**src/include/pcsbr_pkg.sv**
```systemverilog
// Purpose: Shared constants for the port clock mode and reset delay bank
// Assumes: APB with 32-bit data, pclk at 125 MHz
// Notes: Offsets are byte addresses, one aligned word per register
package pcsbr_pkg;

  // ----------------------------------------------------------------
  // Register map
  // ----------------------------------------------------------------
  localparam logic [11:0] PCSBR_OFS_CLOCK_MODE = 12'h008;
  localparam logic [11:0] PCSBR_OFS_RST_DELAY = 12'h08C;
  localparam logic [11:0] PCSBR_OFS_DELAY_STAT = 12'h090;

  // ----------------------------------------------------------------
  // Field layout and values
  // ----------------------------------------------------------------
  localparam int PCSBR_NUM_PORTS = 16;
  localparam int PCSBR_MODE_W = 2;
  localparam int PCSBR_DELAY_W = 16;
  localparam logic [1:0] PCSBR_MODE_GLOBAL = 2'h0;
  localparam logic [1:0] PCSBR_MODE_LOCAL = 2'h1;
  localparam logic [15:0] PCSBR_DELAY_RESET = 16'h0000;
  localparam logic [31:0] PCSBR_MODE_RESET = 32'h0000_0000;
  localparam logic [2:0] PCSBR_BOOT_ALL_GLOBAL = 3'h0;

  // ----------------------------------------------------------------
  // Timing: one microsecond in pclk cycles
  // ----------------------------------------------------------------
  localparam int PCSBR_CLK_PERIOD_NS = 8;
  localparam int PCSBR_US_NS = 1000;
  localparam int PCSBR_US_CYCLES_INT = PCSBR_US_NS / PCSBR_CLK_PERIOD_NS;
  localparam logic [7:0] PCSBR_US_CYCLES = 8'(PCSBR_US_CYCLES_INT);

  // ----------------------------------------------------------------
  // Delay timer states
  // ----------------------------------------------------------------
  typedef enum logic [1:0] {
    PCSBR_T_IDLE = 2'b01,
    PCSBR_T_WAIT = 2'b10
  } pcsbr_tstate_t;

endpackage : pcsbr_pkg

```
**src/logic/pcsbr_us_timer.sv**
```systemverilog
// Purpose: Microsecond delay between a reset trigger and the reset start
// Assumes: trigger is a one-cycle pulse, delay sampled with it
// Notes: Triggers while a delay runs are ignored
`timescale 1ns/1ns
`default_nettype none
module pcsbr_us_timer
  import pcsbr_pkg::*;
(
  input wire logic pclk,
  input wire logic presetn,
  input wire logic clear,
  input wire logic trigger,
  input wire logic [15:0] delay_us,
  output logic busy,
  output logic [15:0] remaining,
  output logic fire
);

  pcsbr_tstate_t state_q, state_d;
  logic [15:0] cnt_q, cnt_d;
  logic [7:0] pre_q, pre_d;
  logic fire_q, fire_d;

  // Next state; prescaler divides pclk down to one microsecond
  always_comb
  begin
    state_d = state_q;
    cnt_d = cnt_q;
    pre_d = pre_q;
    fire_d = 1'b0;
    case (state_q)
      PCSBR_T_IDLE:
      begin
        if (trigger && delay_us == 16'h0000)
        begin
          fire_d = 1'b1;
        end
        else if (trigger)
        begin
          state_d = PCSBR_T_WAIT;
          cnt_d = delay_us;
          pre_d = PCSBR_US_CYCLES - 8'h01;
        end
      end
      PCSBR_T_WAIT:
      begin
        if (pre_q != 8'h00)
        begin
          pre_d = pre_q - 8'h01;
        end
        else if (cnt_q == 16'h0001)
        begin
          fire_d = 1'b1;
          cnt_d = 16'h0000;
          state_d = PCSBR_T_IDLE;
        end
        else
        begin
          cnt_d = cnt_q - 16'h0001;
          pre_d = PCSBR_US_CYCLES - 8'h01;
        end
      end
      default:
      begin
        state_d = PCSBR_T_IDLE;
      end
    endcase
    // Soft reset drops a pending delay; nothing sticky lives here
    if (clear)
    begin
      state_d = PCSBR_T_IDLE;
      cnt_d = 16'h0000;
      pre_d = 8'h00;
      fire_d = 1'b0;
    end
  end

  // Registers
  always_ff @(posedge pclk or negedge presetn)
  begin
    if (!presetn)
    begin
      state_q <= PCSBR_T_IDLE;
      cnt_q <= 16'h0000;
      pre_q <= 8'h00;
      fire_q <= 1'b0;
    end
    else
    begin
      state_q <= state_d;
      cnt_q <= cnt_d;
      pre_q <= pre_d;
      fire_q <= fire_d;
    end
  end

  assign busy = (state_q == PCSBR_T_WAIT);
  assign remaining = cnt_q;
  assign fire = fire_q;

endmodule : pcsbr_us_timer
`default_nettype wire

```
**src/logic/pcsbr_mode_decode.sv**
```systemverilog
// Purpose: Turns the packed mode register into per-port clock selects
// Assumes: Reserved codes never reach the register
// Notes: Outputs are registered, one cycle after the register
`timescale 1ns/1ns
`default_nettype none
module pcsbr_mode_decode
  import pcsbr_pkg::*;
(
  input wire logic pclk,
  input wire logic presetn,
  input wire logic [31:0] modes,
  output logic [15:0] port_local_clock
);

  logic [15:0] sel_q, sel_d;

  always_comb
  begin
    sel_d = 16'h0000;
    for (int p = 0; p < PCSBR_NUM_PORTS; p++)
    begin
      sel_d[p] = (modes[p*PCSBR_MODE_W +: PCSBR_MODE_W] == PCSBR_MODE_LOCAL);
    end
  end

  // Registered so a port sees a clean select
  always_ff @(posedge pclk or negedge presetn)
  begin
    if (!presetn)
    begin
      sel_q <= 16'h0000;
    end
    else
    begin
      sel_q <= sel_d;
    end
  end

  assign port_local_clock = sel_q;

endmodule : pcsbr_mode_decode
`default_nettype wire

```
**src/logic/pcsbr_regs.sv**
```systemverilog
// Purpose: APB register bank for port clock modes and reset delay
// Assumes: presetn is the fundamental reset; soft_reset is synchronous
// Notes: Zero wait states; read data and error come from flip-flops
//   A mode write that meets the boot load edge is lost; strap wins
//   Status reads are one cycle old, as reads are captured in setup
//
// Register map
//   0x008 port clock modes, sixteen 2-bit fields
//   0x08C bus reset delay in microseconds, low half
//   0x090 delay status: busy in bit 0, remaining in 31:16
//
// Behaviour
// - Sixteen 2-bit port mode fields, packed
// - Zero global, one local, others reserved
// - Mode writes apply any time, no reset
// - Mode fields loaded from boot pins
// - Wait programmed microseconds before bus reset
// - Delay resets zero; zero means no delay
//
// Decided for this implementation: the APB slave port.
`timescale 1ns/1ns
`default_nettype none
module pcsbr_regs
  import pcsbr_pkg::*;
(
  input wire logic pclk,
  input wire logic presetn,
  input wire logic psel,
  input wire logic penable,
  input wire logic pwrite,
  input wire logic [11:0] paddr,
  input wire logic [31:0] pwdata,
  input wire logic [3:0] pstrb,
  output logic [31:0] prdata,
  output logic pready,
  output logic pslverr,
  input wire logic soft_reset,
  input wire logic [2:0] boot_clock_select_pins,
  input wire logic sbr_request_done,
  output logic sbr_start,
  output logic sbr_delay_busy,
  output logic [31:0] port_clock_mode_select,
  output logic [15:0] port_local_clock
);

  // ----------------------------------------------------------------
  // Helper functions
  // ----------------------------------------------------------------

  // Merge write data into a word under the byte strobes
  function automatic logic [31:0] apply_strb(
    input logic [31:0] old_val,
    input logic [31:0] wdata,
    input logic [3:0] strb
  );
    logic [31:0] res;
    res = old_val;
    for (int b = 0; b < 4; b++)
    begin
      if (strb[b])
      begin
        res[b*8 +: 8] = wdata[b*8 +: 8];
      end
    end
    return res;
  endfunction : apply_strb

  // Word compare; byte lanes of the address are ignored
  function automatic logic word_hit(
    input logic [11:0] addr,
    input logic [11:0] ofs
  );
    return (addr[11:2] == ofs[11:2]);
  endfunction : word_hit

  // Boot strap to a full mode word: zero means all global
  // Limitation: pins pick all-global or all-local, never a mix
  function automatic logic [31:0] boot_modes(input logic [2:0] pins);
    logic [31:0] res;
    res = PCSBR_MODE_RESET;
    for (int p = 0; p < PCSBR_NUM_PORTS; p++)
    begin
      if (pins == PCSBR_BOOT_ALL_GLOBAL)
      begin
        res[p*PCSBR_MODE_W +: PCSBR_MODE_W] = PCSBR_MODE_GLOBAL;
      end
      else
      begin
        res[p*PCSBR_MODE_W +: PCSBR_MODE_W] = PCSBR_MODE_LOCAL;
      end
    end
    return res;
  endfunction : boot_modes

  // Keep old field where new code is reserved
  // A reserved code is dropped silently; no bus error is raised
  function automatic logic [31:0] filter_modes(
    input logic [31:0] old_val,
    input logic [31:0] new_val
  );
    logic [31:0] res;
    logic [1:0] fld;
    res = old_val;
    fld = 2'h0;
    for (int p = 0; p < PCSBR_NUM_PORTS; p++)
    begin
      fld = new_val[p*PCSBR_MODE_W +: PCSBR_MODE_W];
      if (fld == PCSBR_MODE_GLOBAL || fld == PCSBR_MODE_LOCAL)
      begin
        res[p*PCSBR_MODE_W +: PCSBR_MODE_W] = fld;
      end
    end
    return res;
  endfunction : filter_modes

  // ----------------------------------------------------------------
  // Bus phase decode
  // ----------------------------------------------------------------
  logic setup_ph;
  logic access_ph;
  logic wr_en;
  logic hit_mode;
  logic hit_delay;
  logic hit_stat;
  logic hit_any;

  // Zero wait states: every access phase completes at once
  // No wait counter is needed since nothing here is slow to read
  assign setup_ph = psel && !penable;
  assign access_ph = psel && penable;
  assign pready = access_ph;
  assign wr_en = access_ph && pwrite;

  // Address decode on the word address
  always_comb
  begin
    hit_mode = 1'b0;
    hit_delay = 1'b0;
    hit_stat = 1'b0;
    if (word_hit(paddr, PCSBR_OFS_CLOCK_MODE))
    begin
      hit_mode = 1'b1;
    end
    else if (word_hit(paddr, PCSBR_OFS_RST_DELAY))
    begin
      hit_delay = 1'b1;
    end
    else if (word_hit(paddr, PCSBR_OFS_DELAY_STAT))
    begin
      hit_stat = 1'b1;
    end
  end
  assign hit_any = hit_mode || hit_delay || hit_stat;

  // ----------------------------------------------------------------
  // Sticky configuration registers
  // ----------------------------------------------------------------
  logic [31:0] mode_q, mode_d;
  logic [15:0] delay_q, delay_d;
  logic strap_pend_q, strap_pend_d;
  logic [31:0] delay_word;
  logic [31:0] delay_merge;

  // Upper half is reserved, so it always reads and merges as zero
  assign delay_word = {16'h0000, delay_q};

  // Strobe merge of the whole word; only its low half is kept
  assign delay_merge = apply_strb(delay_word, pwdata, pstrb);

  // Next values; soft_reset deliberately absent here
  // strap_pend_q is high only up to the first edge after release
  always_comb
  begin
    mode_d = mode_q;
    delay_d = delay_q;
    strap_pend_d = 1'b0;
    if (strap_pend_q)
    begin
      mode_d = boot_modes(boot_clock_select_pins);
    end
    else if (wr_en && hit_mode)
    begin
      mode_d = filter_modes(mode_q, apply_strb(mode_q, pwdata, pstrb));
    end
    // Delay value programmed by software
    // Lowering it is not blocked; that is left to software
    if (wr_en && hit_delay)
    begin
      delay_d = delay_merge[15:0];
    end
  end

  // Only the fundamental reset clears these
  always_ff @(posedge pclk or negedge presetn)
  begin
    if (!presetn)
    begin
      mode_q <= PCSBR_MODE_RESET;
      delay_q <= PCSBR_DELAY_RESET;
      strap_pend_q <= 1'b1;
    end
    else
    begin
      mode_q <= mode_d;
      delay_q <= delay_d;
      strap_pend_q <= strap_pend_d;
    end
  end

  // ----------------------------------------------------------------
  // Secondary bus reset delay
  // ----------------------------------------------------------------
  logic tmr_busy;
  logic [15:0] tmr_left;
  logic tmr_fire;

  // Soft reset aborts a pending delay but leaves the sticky
  // registers alone, so the next trigger uses the old delay
  // Delay from processed request to reset
  pcsbr_us_timer u_timer (
    .pclk(pclk),
    .presetn(presetn),
    .clear(soft_reset),
    .trigger(sbr_request_done),
    .delay_us(delay_q),
    .busy(tmr_busy),
    .remaining(tmr_left),
    .fire(tmr_fire)
  );

  assign sbr_start = tmr_fire;
  assign sbr_delay_busy = tmr_busy;

  // ----------------------------------------------------------------
  // Per-port clock selects
  // ----------------------------------------------------------------

  // Selects lag the register by one cycle, so a port
  // switches one clock after the write lands
  // Port n decoded from bits 2n+1:2n
  pcsbr_mode_decode u_decode (
    .pclk(pclk),
    .presetn(presetn),
    .modes(mode_q),
    .port_local_clock(port_local_clock)
  );

  assign port_clock_mode_select = mode_q;

  // ----------------------------------------------------------------
  // Read data and error response
  // ----------------------------------------------------------------
  logic [31:0] rdata_q, rdata_d;
  logic err_q, err_d;

  // Captured in the setup phase so prdata is a flop output;
  // status therefore reflects the cycle before the access edge
  // Writes and unmapped words leave zero; 0x90 ignores writes
  always_comb
  begin
    rdata_d = rdata_q;
    err_d = err_q;
    if (setup_ph)
    begin
      rdata_d = 32'h0000_0000;
      err_d = !hit_any;
      if (!pwrite && hit_mode)
      begin
        rdata_d = mode_q;
      end
      else if (!pwrite && hit_delay)
      begin
        rdata_d = delay_word;
      end
      else if (!pwrite && hit_stat)
      begin
        rdata_d = {tmr_left, 15'h0000, tmr_busy};
      end
    end
  end

  // Bus answer registers
  always_ff @(posedge pclk or negedge presetn)
  begin
    if (!presetn)
    begin
      rdata_q <= 32'h0000_0000;
      err_q <= 1'b0;
    end
    else
    begin
      rdata_q <= rdata_d;
      err_q <= err_d;
    end
  end

  // Error shows only during the access phase of a bad address
  assign prdata = rdata_q;
  assign pslverr = err_q && access_ph;

endmodule : pcsbr_regs
`default_nettype wire

```
**config.mk**
```make
export PLATFORM = sky130hd
export DESIGN_NAME = pcsbr_regs
export DESIGN_NICKNAME = d
export VERILOG_FILES = /design/src/include/pcsbr_pkg.sv /design/src/logic/pcsbr_us_timer.sv /design/src/logic/pcsbr_mode_decode.sv /design/src/logic/pcsbr_regs.sv
export SDC_FILE = /design/constraint.sdc
export NUM_CORES = 1
export LEC_CHECK = 0
export BUFFER_PORTS_ARGS = -buffer_cell sky130_fd_sc_hd__buf_4
export CAP_MARGIN = 20
export CELL_PAD_IN_SITES_DETAIL_PLACEMENT = 1
export CELL_PAD_IN_SITES_GLOBAL_PLACEMENT = 2
export CORE_ASPECT_RATIO = 1.75
export CORE_UTILIZATION = 33
export CTS_CLUSTER_DIAMETER = 40
export DETAILED_ROUTE_END_ITERATION = 12
export HOLD_SLACK_MARGIN = 0.08
export PLACE_DENSITY = 0.81
export SETUP_SLACK_MARGIN = 0.2
export SKIP_LAST_GASP = 1
export SLEW_MARGIN = 20
export SYNTH_ARGS = -nofsm -noshare
export SYNTH_HDL_FRONTEND = slang
export SYNTH_SLANG_ARGS = --single-unit
```
**constraint.sdc**
```tcl
create_clock -name pclk -period 3 [get_ports pclk]
set_input_delay 0.15 -clock pclk [delete_from_list [all_inputs] [get_ports pclk]]
set_output_delay 0.15 -clock pclk [all_outputs]
set_load 0.02 [all_outputs]
```
# [Yosys cells after proc, flatten, opt, wreduce, memory -nomap -nowiden]
# Index checks and enable logic that the tools add are counted.
[totals] in_bits=58 regBits=125
[classes] reduce_logical=89 eq_ne=43 n_addsub=2 mux=63
[op_table] cell="32-bit two-way mux" count=5
[op_table] cell="8-bit two-way mux" count=17
[op_table] cell="16-bit two-way mux" count=5
[op_table] cell="2-bit by 1-bit == test with 1-bit output (second input constant)" count=33
[op_table] cell="2-bit two-way mux" count=21
[op_table] cell="2-bit AND reduction" count=18
[op_table] cell="2-bit nonzero test" count=17
[op_table] cell="2-bit logical NOT" count=16
[op_table] cell="16-bit one-hot mux with 2 select lines" count=1
[op_table] cell="10-bit by 6-bit == test with 1-bit output (second input constant)" count=2
[op_table] cell="1-bit logical OR" count=18
[op_table] cell="16-bit by 1-bit == test with 1-bit output (second input constant)" count=1
[op_table] cell="16-bit logical NOT" count=1
[op_table] cell="8-bit one-hot mux with 2 select lines" count=1
[op_table] cell="16-bit by 1-bit subtractor with 16-bit output (second input constant)" count=1
[op_table] cell="4-bit AND reduction" count=3
[op_table] cell="1-bit two-way mux" count=11
[op_table] cell="10-bit by 2-bit == test with 1-bit output (second input constant)" count=1
[op_table] cell="1-bit logical AND" count=10
[op_table] cell="3-bit inequality test (second input constant)" count=3
[op_table] cell="8-bit nonzero test" count=1
[op_table] cell="8-bit by 1-bit subtractor with 8-bit output (second input constant)" count=1
[op_table] cell="4-bit by 3-bit inequality test with 1-bit output (second input constant)" count=1
[op_table] cell="2-bit one-hot mux with 2 select lines" count=1
[op_table] cell="other kinds (6)" count=8

# [Depth between registers and ports, before layout]
# Gate-level depths: netlist (run 1).
[depth] depth_word=10 mapped_depth=9

# [Hierarchy]
# Synthesis (run 1) repeated with hierarchy kept, for this count alone.
[unflattened] hier_cells=588 area_unflattened_um2=6274.8
[by_module_without_submodules] module="pcsbr_regs" area_per_inst_um2=3727.3 cells_each=341 instances=1 seq_area_each_um2=2053.2
[by_module_without_submodules] module="pcsbr_us_timer" area_per_inst_um2=1926.8 cells_each=215 instances=1 seq_area_each_um2=676.9
[by_module_without_submodules] module="pcsbr_mode_decode" area_per_inst_um2=620.6 cells_each=32 instances=1 seq_area_each_um2=400.4

# [Least setup slack after synthesis (run 1)]
# OpenSTA, ideal clock, no wires.
[synth_timing] path_kind="register -> register" startpoint="register u_timer.cnt_q[6] (netlist: u_timer.remaining[6])" endpoint="register u_timer.pre_q[1]" path_stages_with_launch=8 arrival_ns=2.612 setup_ns=0.125 path_slack_ns=0.263 n_path_buf=2 period_less_slack_ns=2.737 cell_sequence="dfrtp_1 -> buf_6 -> or4_4 -> or4_4 -> or4_4 -> buf_6 -> and2_4 -> mux2_4"
[synth_via] elab_chain_cells=3
[synth_rtl] item="from (decl)" line_no="pcsbr_us_timer.sv:20" rtl="logic [15:0] cnt_q, cnt_d;"
[synth_rtl] item="from (signal assigned)" line_no="pcsbr_us_timer.sv:91" rtl="cnt_q <= cnt_d;"
[synth_rtl] item="16-bit by 1-bit == test with 1-bit output" line_no="pcsbr_us_timer.sv:51" rtl="else if (cnt_q == 16'h0001)"
[synth_rtl] item="4-bit by 3-bit inequality test with 1-bit output (no line)"
[synth_rtl] item="4-bit AND reduction (no line)"
[synth_rtl] item="to (signal assigned)" line_no="pcsbr_us_timer.sv:92" rtl="pre_q <= pre_d;"
[synth_rtl] item="to (decl)" line_no="pcsbr_us_timer.sv:21" rtl="logic [7:0] pre_q, pre_d;"
# Every way passes these cells.
# A chain may end at the register's enable or synchronous reset.

# [Final worst setup path (run 1)]
[layout_timing] startpoint="register u_timer.cnt_q[8] (netlist: u_timer.remaining[8])" endpoint="register u_timer.pre_q[1]"
# Same word-level chain as after synthesis.

==> impl_metrics.yaml, run 1 <==
cts:
  clock_latency_ns: 0.42
  cts_max_level: 4
  cts.sinks: 125
  cts_made_buffers: 17
  clk_pin_slew_ns: 0.06
  cts.path.max_buffers: 2
  cts_tree: "yes"
  cts_root_buf: "clkbuf_16"
floorplanning:
  fp.dieH_um: 179.2
  row_count: 64
  ios: 142
  die_area_um2: 18490
  core_area_um2: 17540
  die_x_um: 103.2
  start_util_pct: 33.75
global_routing:
  antenna_found_initial: 0
  grt_pass1_vias: 5986
  grt_pass1_wl_um: 31930
  grt-ovfl-total: 0
  grt_start_max_net_pins: 126
  grt.total_usage_pct: 23.03
sta:
  worst_slew_pin_slew_ns: 0.7211
  skew_ns: 0.01220
  setup_tns_ns: 0
  rsz0062_at_grt: "false"
  slew_headroom_pct: 51.70
  hold_viol: 0
  setup_viol: 0
  timing.hold.ws_ns: 0.09897
  finalWorstPathRequiredPeriod_ns: 2.750
  period_share_pct: 91.65
  max_freq_ghz: 0.3637
  final_max_slew_viol_count: 0
drt:
  dr.first_iter.drc_count: 202
  vias_per_cell: 5.470
  wl_per_cell_um: 20.00
  vias: 5530
  postRouteAntennaNets: 0
  drcViolationCount: 0
  wl_um: 20220
  first_pass_iters: 4
synth:
  syn_nets: 646
  synth.area.mux_share_pct: 4.165
  avgSynthCellArea_um2: 10.17
  synth_edf_count: 0
  syn_inst: 582
  synth_top_family_by_area: "simple AND/OR/NAND/NOR gates"
  synth_warnings: 0
  ys.flop_type: "dfrtp_1"
  synth_compound_area_share_pct: 17.99
  ys_types: 59
  seq_area_frac_synth_pct: 52.90
  synth-seq-cells: 125
  synth-simple-area-share_pct: 20.76
  synth-adder-area-share_pct: 1.268
  netlist_area_um2: 5918
  async_flop_share_pct: 100.0
  synth_xor_area_share_pct: 0
power_and_ir_drop:
  leakage_nw: 3.749
  ir_worst_vdd_v: 0.0003715
  p_per_area_nw_per_um2: 585.4
setup_path:
  crit_arrival_ns: 3.05
  crit_type: "reg2reg"
  crit_required_ns: 3.30
  crit_fanout: 5
  end_kind: "register"
  startpoint_type: "register"
cells_and_area:
  nets: 831
  fin_cells: 1011
  num_antenna_cells: 0
  final_cell_area_um2: 8303
  area_growth_syn_to_layout_pct: 40.30
  drive_gt1_share_pct: 31.03
hold_path:
  min_path_type: "in2reg"
placement:
  numPortBuffers: 139
  place_inst: 944
  dpl_cell_area_um2: 7320
  gp_congestion: 0.8855
  hpwl_um: 14400
job:
  cap_violations: 0
status:
  status: "finished clean"
==> kinds of logic after synthesis <==
| family | count (synthesis) |
|---|---|
| and+or+nand+nor | 229 |
| AOI/OAI and AO/OA | 158 |
| DFF | 125 |
| buffers and inverters | 41 |
| muxes | 22 |
| adders and majority gates | 6 |
| other | 1 |
==> power breakdown <==
part | switching (mW) | total (mW) | leakage [nW] | internal, mW
Combinational | 0.486 | 0.829 | 1.81 | 0.343
Clock | 0.833 | 2.18 | 0.300 | 1.35
Sequential | 0.0788 | 1.85 | 1.64 | 1.77
==> cell usage in the layout (no fill, tap or decap), drive strengths merged, types with 6 or more instances in the layout <==
cell type    count
buf            162
dfrtp          123
nand2           55
o21ai           50
nor2            43
dlygate4sd3     34
a22oi           33
nor4            25
nor2b           18
mux2            18
clkbuf          18
nor3            17
inv             17
a21oi           12
or2             11
a211oi          11
nand3           10
nor3b            9
a22o             8
a31oi            7
o21a             7
and3b            7
or4              7
ha               6
nand2b           6
==> what timing repair did <==
item / 4_1_cts / 5_1_grt
pin swaps: 1 / 0
resized for setup: 0 / 2
endpoints found under the setup margin: 1 / 7
gates cloned: 0 / 0
hold endpoints to repair: 162 / 0
setup buffers: 1 / 0
hold buffers: 34 / 0
==> Yosys cell counts, drive strengths merged, types with 6 or more instances <==
master	number	area share [%]
a211oi	11	1.4
a21oi	12	1.0
a22o	8	1.2
a22oi	33	4.2
a31oi	7	0.74
and3b	7	1.0
clkbuf	28	1.8
dfrtp	123	52
ha	6	1.3
inv	11	0.70
mux2	18	3.5
nand2	55	3.5
nand2b	6	0.63
nand3	10	0.85
nor2	43	2.7
nor2b	18	1.9
nor3	17	1.4
nor3b	9	1.1
nor4	25	2.6
o21a	7	0.89
o21ai	50	4.2
or2	11	1.2
or4	7	1.1
==> per-stage QoR <==
stage          power, mW  util (%)  worst slack [ns]
3_3_place_gp       2.625     41.74            0.2483
6_report           4.861     47.35            0.2505
2_1_floorplan      2.305         -            0.2626
5_1_grt            5.058     47.35            0.2059
4_1_cts            4.896     47.27            0.2087
3_5_place_dp       2.660     41.74            0.1838
==> critical path, stage by stage, from the launching register on <==
cell and delay, ns:
dfrtp_1 0.43, or4_4 0.59, or4_4 0.58, or4_4 0.55
and2_4 0.18, mux2_4 0.30
==> final timing paths <==
path	start	end	slack [ns]	cells past startpoint
worst max-delay path	u_timer.remaining[8]	u_timer.pre_q[1]	0.25	5
worst min-delay path	pwdata[31]	port_clock_mode_select[31]	0.1	3
worst max register to register	u_timer.remaining[8]	u_timer.pre_q[1]	0.25	5
worst min register to register	err_q	err_q	0.48	2
max in group asynchronous	presetn	delay_q[3]	2.09	3
min in group asynchronous	presetn	u_timer.pre_q[5]	0.35	3
==> area by class of cell <==
cell class                      instances  area [um^2]
Tap cell                              231        289.0
Timing Repair Buffer                  196         1569
Fill cell                            1959         9234
Clock inverter                         14        182.7
Inverter                               11        41.29
Sequential cell                       125         3131
Multi-Input combinational cell        416         2651
Clock buffer                           18        439.2
==> per-layer routing <==
layer | vias to the layer above | track usage [%] | routed length [um]
li1 | 2527 | - | -
met2 | 147 | 43.11 | 11290
met5 | - | 0 | 0
met4 | 0 | 10.21 | 584
met1 | 2811 | 25.06 | 7718
met3 | 45 | 3.236 | 623
Note: power is estimated with default switching activity, not from simulation.
==> run 2, diff against run 1 <==
--- a/config.mk
+++ b/config.mk
@@ -10,7 +10,7 @@
 export CELL_PAD_IN_SITES_DETAIL_PLACEMENT = 1
 export CELL_PAD_IN_SITES_GLOBAL_PLACEMENT = 2
 export CORE_ASPECT_RATIO = 1.75
-export CORE_UTILIZATION = 33
+export CORE_UTILIZATION = 34
 export CTS_CLUSTER_DIAMETER = 40
 export DETAILED_ROUTE_END_ITERATION = 12
 export HOLD_SLACK_MARGIN = 0.08
@@ -20,4 +20,5 @@
 export SLEW_MARGIN = 20
 export SYNTH_ARGS = -nofsm -noshare
 export SYNTH_HDL_FRONTEND = slang
+export SYNTH_HIERARCHICAL = 1
 export SYNTH_SLANG_ARGS = --single-unit
==> run 2 against run 1 <==
Effect of this change:
- clock power is 4% higher
- cell area is 2.2% higher
- utilization is 0.35 points lower
- sequential power hardly changed
- combinational power is 6.5% higher
- via count is 2.2% lower
- clock skew is 0.0056 ns higher
- maximum frequency is 7.4% higher
- largest cell class unchanged
- highest routed layer unchanged
==> impl_metrics.yaml, run 2 <==
floorplanning:
  start_util_pct: 34.75
  die_x_um: 104.7
  core_area_um2: 18050
  die_area_um2: 19020
  ios: 142
  fp.dieH_um: 181.7
  row_count: 65
drt:
  dr.first_iter.drc_count: 266
  wl_um: 20520
  vias_per_cell: 5.371
  first_pass_iters: 4
  drcViolationCount: 0
  postRouteAntennaNets: 0
  wl_per_cell_um: 20.38
  vias: 5409
sta:
  max_freq_ghz: 0.3906
  rsz0062_at_grt: "false"
  timing.hold.ws_ns: 0.1109
  finalWorstPathRequiredPeriod_ns: 2.560
  worst_slew_pin_slew_ns: 0.8817
  final_max_slew_viol_count: 0
  slew_headroom_pct: 40.77
  skew_ns: 0.01776
  setup_tns_ns: 0
  hold_viol: 0
  period_share_pct: 85.35
  finalWorstSetupSlack_ns: 0.4396
  setup_viol: 0
hold_path:
  min_path_type: "in2reg"
  hold-path-cell-count: 3
  hp-start: "pstrb[2]"
setup_path:
  r2r_cells: 7
  reg2reg_from: "u_timer/state_q[0]"
  crit_type: "reg2reg"
  crit_arrival_ns: 2.88
  startpoint_type: "register"
  crit_fanout: 14
  cp_slowest_cell: "ha_1"
  rrSetupSlack_ns: 0.44
  crit_required_ns: 3.32
  critical_path.max_stage_delay_ns: 0.56
  crit_chain: "inv_1 -> ha_1 -> nor2b_1 -> and2_1 -> buf_4 -> a32oi_1 -> o22ai_1"
  reg2reg_to: "u_timer/remaining[7]"
  end_kind: "register"
synth:
  netlist_area_um2: 6275
  yosys-top-cells-count: "dfrtp_1, inv_1, and2_1"
  synth_largest_area_cell: "dfrtp_1"
  syn_inst: 588
  ys_types: 67
  yosys.area.top_type_share_pct: 49.05
  ys.flop_type: "dfrtp_1"
  yosys-top-cells-area: "dfrtp_1, inv_1, nor2b_4"
  synth_edf_count: 0
  avgSynthCellArea_um2: 10.67
  synth_most_common_cell: "dfrtp_1"
  synth_warnings: 6
  syn_nets: 652
  synth-seq-cells: 125
  async_flop_share_pct: 100.0
  seq_area_frac_synth_pct: 49.89
power_and_ir_drop:
  leakage_nw: 4.169
  p_per_area_nw_per_um2: 591.5
  finalPower_mw: 5.019
  ir_worst_vdd_v: 0.0002638
cells_and_area:
  final_common_cell: "buf_4"
  final_cell_area_um2: 8484
  fin_util_pct: 46.99
  fin_cells: 1007
  final_cell_mix: "buf_4, dfrtp_1, inv_1"
  drive_gt1_share_pct: 30.66
  area_growth_syn_to_layout_pct: 35.21
  nets: 824
  num_antenna_cells: 0
global_routing:
  grt_pass1_wl_um: 33140
  grt.total_usage_pct: 22.69
  antenna_found_initial: 0
  grt_pass1_vias: 6193
  grt_start_max_net_pins: 55
  grt-ovfl-total: 0
cts:
  ctsHoldBuffers: 26
  clk_pin_slew_ns: 0.07
  cts.sinks: 125
  cts_tree: "yes"
  cts_setup_buffers: 0
  cts_made_buffers: 17
  cts.path.max_buffers: 2
  clock_latency_ns: 0.42
  cts_max_level: 4
  cts_resized: 0
  cts_root_buf: "clkbuf_16"
placement:
  numPortBuffers: 139
  place_inst: 949
  hpwl_um: 15050
  dpl_cell_area_um2: 7587
  post-place-ws_ns: 0.4774
  gp_congestion: 0.8683
status:
  status: "finished clean"
job:
  cap_violations: 0
==> run 2: cell types whose count changed after synthesis, sizes merged, moves of 18 or more <==
cell	previous run	this run
a22oi	33	4
clkbuf	28	10
inv	11	59
o21ai	50	25
and2	4	30
nand2	55	29
==> run 2: cell type report <==
type	instances	area, um^2
tap	234	292.8
timing repair buffer	177	1406
clock buffer	18	429.2
multi-input combinational	380	2796
inverter	59	221.5
fill	2054	9570
sequential	125	3131
clock inverter	14	207.7
==> run 2: how the worst max path moves through the flow <==
stage                         startpoint                     to  slack (ns)
floorplan           u_timer/remaining[1]       u_timer/pre_q[0]        0.85
finish                u_timer/state_q[0]   u_timer/remaining[7]        0.44
global route          u_timer/state_q[0]   u_timer/remaining[7]        0.30
global placement      u_timer/state_q[0]       u_timer/pre_q[0]        0.55
CTS                   u_timer/state_q[0]  u_timer/remaining[14]        0.46
detailed placement    u_timer/state_q[0]   u_timer/remaining[7]        0.48
==> run 2: critical path: cells and delay by family (launching register included) <==
kind | cells | cell delay [ns]
flops | 1 | 0.37
buf+inv | 2 | 0.32
simple gates | 2 | 0.86
compound gates | 2 | 0.35
fa+ha+maj | 1 | 0.56
==> run 2: routing by layer <==
| layer | up-vias | GRT usage [%] | part of all wire (%) | routed length (um) |
|---|---|---|---|---|
| li1 | 2462 | - | - | - |
| met2 | 153 | 41.96 | 55 | 11220 |
| met5 | - | 0 | 0 | 0 |
| met3 | 49 | 3.948 | 3.4 | 700 |
| met1 | 2745 | 23.77 | 37 | 7661 |
| met4 | 0 | 13.35 | 4.6 | 934 |
==> run 2: power breakdown <==
group / internal (mW) / leakage, nW / switching (mW)
Clock: 1.41 / 0.304 / 0.846
Sequential: 1.78 / 1.64 / 0.0949
Combinational: 0.374 / 2.23 / 0.509
Total: 3.57 / 4.17 / 1.45
==> run 2: cells by family after synthesis <==
| group | after synthesis | share of synthesized area [%] |
|---|---|---|
| AND/OR/NAND/NOR | 186 | 19.68 |
| AO/OA/AOI/OAI | 151 | 17.39 |
| flip-flops | 125 | 49.89 |
| buffers and inverters | 83 | 5.623 |
| multiplexers | 36 | 6.161 |
| adder cells (fa/ha/maj) | 6 | 1.196 |
| other | 1 | 0.05976 |
==> run 3, diff against run 2 <==
--- a/config.mk
+++ b/config.mk
@@ -10,11 +10,12 @@
 export CELL_PAD_IN_SITES_DETAIL_PLACEMENT = 1
 export CELL_PAD_IN_SITES_GLOBAL_PLACEMENT = 2
 export CORE_ASPECT_RATIO = 1.75
-export CORE_UTILIZATION = 34
+export CORE_UTILIZATION = 35
+export CTS_BUF_LIST = sky130_fd_sc_hd__clkbuf_8
 export CTS_CLUSTER_DIAMETER = 40
 export DETAILED_ROUTE_END_ITERATION = 12
 export HOLD_SLACK_MARGIN = 0.08
-export PLACE_DENSITY = 0.81
+export PLACE_DENSITY = 0.83
 export SETUP_SLACK_MARGIN = 0.2
 export SKIP_LAST_GASP = 1
 export SLEW_MARGIN = 20
==> run 3 against run 2 <==
Effect of this change:
- critical path depth stayed put
- critical path type unchanged
- worst hold slack worse by 0.0086 ns
- combinational power is 2.8% higher
- highest routed layer unchanged
- sequential power hardly changed
- clock power is 30% lower
- utilization is 0.50 points higher
- cell area is 1.8% lower
- cell count is 0.40% higher
- non-clock buffer count is 7 higher
==> impl_metrics.yaml, run 3 (synthesis results as in run 2) <==
power_and_ir_drop:
  pwr-share-seq_pct: 42.9
  leakage_nw: 4.099
  internal-power_mw: 3.008
  p_sw_mw: 1.368
  ir_worst_vdd_v: 0.0002635
  power.share.switching_pct: 31.26
  p_per_area_nw_per_um2: 525.4
  clockPowerShare_pct: 36.4
  p_comb_share_pct: 20.7
sta:
  setup_tns_ns: 0
  skew_ns: 0.008309
  max_freq_ghz: 0.4030
  setup_viol: 0
  period_share_pct: 82.72
  rsz0062_at_grt: "false"
  final_max_slew_viol_count: 0
  finalWorstPathRequiredPeriod_ns: 2.482
  slew_headroom_pct: 38.97
  worst_slew_pin_slew_ns: 0.9154
  hold_viol: 0
cells_and_area:
  num_antenna_cells: 0
  nets: 831
  final_cell_mix: "buf_4, dfrtp_1, inv_1"
  area_growth_syn_to_layout_pct: 32.74
  final_cell_area_um2: 8329
  drive_gt1_share_pct: 30.38
  final_common_cell: "buf_4"
setup_path:
  reg2reg_from: "u_timer/state_q[0]"
  rrSetupSlack_ns: 0.52
  r2r_cells: 7
  end_kind: "register"
  startpoint_type: "register"
  crit_type: "reg2reg"
  crit_arrival_ns: 2.83
  crit_required_ns: 3.35
  reg2reg_to: "u_timer/remaining[1]"
  crit_fanout: 14
cts:
  cts.sinks: 125
  clk_pin_slew_ns: 0.08
  cts.path.max_buffers: 2
  cts_tree: "yes"
  cts_root_buf: "clkbuf_8"
  cts_max_level: 4
  cts_made_buffers: 17
  clock_latency_ns: 0.45
status:
  status: "finished clean"
global_routing:
  grt-ovfl-total: 0
  antenna_found_initial: 0
  grt_start_max_net_pins: 63
  grt.total_usage_pct: 23.84
  grt_pass1_vias: 5989
  grt_pass1_wl_um: 32710
floorplanning:
  core_area_um2: 17540
  row_count: 64
  die_area_um2: 18490
  die_x_um: 103.2
  fp.dieH_um: 179.1
  ios: 142
  start_util_pct: 35.78
drt:
  vias_per_cell: 5.281
  vias: 5339
  first_pass_iters: 4
  wl_um: 20340
  wl_per_cell_um: 20.11
  drcViolationCount: 0
  postRouteAntennaNets: 0
  dr.first_iter.drc_count: 248
hold_path:
  hp-start: "pstrb[2]"
  min_path_type: "in2reg"
  hold-path-cell-count: 3
placement:
  dpl_cell_area_um2: 7579
  numPortBuffers: 139
  gp_congestion: 0.8908
  hpwl_um: 14960
job:
  cap_violations: 0
-- run 3: cell count changes in the layout (fill, tap and decap cells not counted), sizes merged --
cell and change:
clkinvlp +1, bufinv -1, dlygate4sd3 +7, clkbuf -1
clkinv +1
-- run 3: worst max path at each step --
stage | from | to | slack (ns) | cells past startpoint
5_1_grt | u_timer/state_q[0] | u_timer/remaining[1] | 0.27 | 7
3_5_place_dp | u_timer/state_q[0] | u_timer/pre_q[0] | 0.49 | 7
6_report | u_timer/state_q[0] | u_timer/remaining[1] | 0.52 | 7
4_1_cts | u_timer/state_q[0] | u_timer/remaining[1] | 0.48 | 7
2_1_floorplan | u_timer/remaining[1] | u_timer/pre_q[0] | 0.85 | 8
3_3_place_gp | u_timer/state_q[0] | u_timer/pre_q[0] | 0.56 | 7
-- run 3: what timing repair did --
action                                 4_1_cts  5_1_grt
setup endpoints to repair                    0        0
setup buffers                                0        0
gates resized for setup                      0        0
hold buffers                                33        0
endpoints found under the hold margin       94        0
-- run 3: layout make-up --
class | instances | area (um^2)
repair buffers | 184 | 1476
flip-flops and latches | 125 | 3131
well taps | 231 | 289.0
fillers | 1928 | 9208
clock buffers | 17 | 234.0
clock inverters | 15 | 186.4
inverters | 59 | 221.5
multi-input cells | 380 | 2791
-- run 3: power groups by stage --
stage / Sequential [mW] / Combinational, mW / Clock (mW)
6_report: 1.88 / 0.908 / 1.59
5_1_grt: 1.89 / 0.996 / 1.70
4_1_cts: 1.88 / 0.910 / 1.64
3_5_place_dp: 1.91 / 0.863 / 0
3_3_place_gp: 1.90 / 0.832 / 0
2_1_floorplan: 1.95 / 0.476 / 0
-- run 3: per-stage QoR --
step / setup slack (ns) / instances / power (mW) / util (%) / hold WS (ns)
after floorplan: 0.8518 / 588 / 2.423 / - / -0.1456
after global placement: 0.5573 / 946 / 2.732 / 43.21 / 0.2826
after detailed placement: 0.4945 / 946 / 2.772 / 43.21 / 0.2916
after CTS: 0.4781 / 1011 / 4.429 / 47.50 / 0.08323
after global routing: 0.2711 / 1011 / 4.591 / 47.50 / 0.1097
final: 0.5184 / 1011 / 4.377 / 47.50 / 0.1024
-- run 3: critical path, cell delays in order, from the launching register on --
cell,delay (ns)
dfstp_2,0.38
inv_1,0.06
ha_1,0.54
nor2b_1,0.44
and2_1,0.38
buf_4,0.26
a221oi_1,0.11
a21oi_1,0.21
-- run 3: layer usage --
metal | global-route usage (%) | wire [um]
met2 | 43.69 | 11350
met1 | 25.77 | 7313
met3 | 4.561 | 899
met5 | 0 | 0
met4 | 11.09 | 773
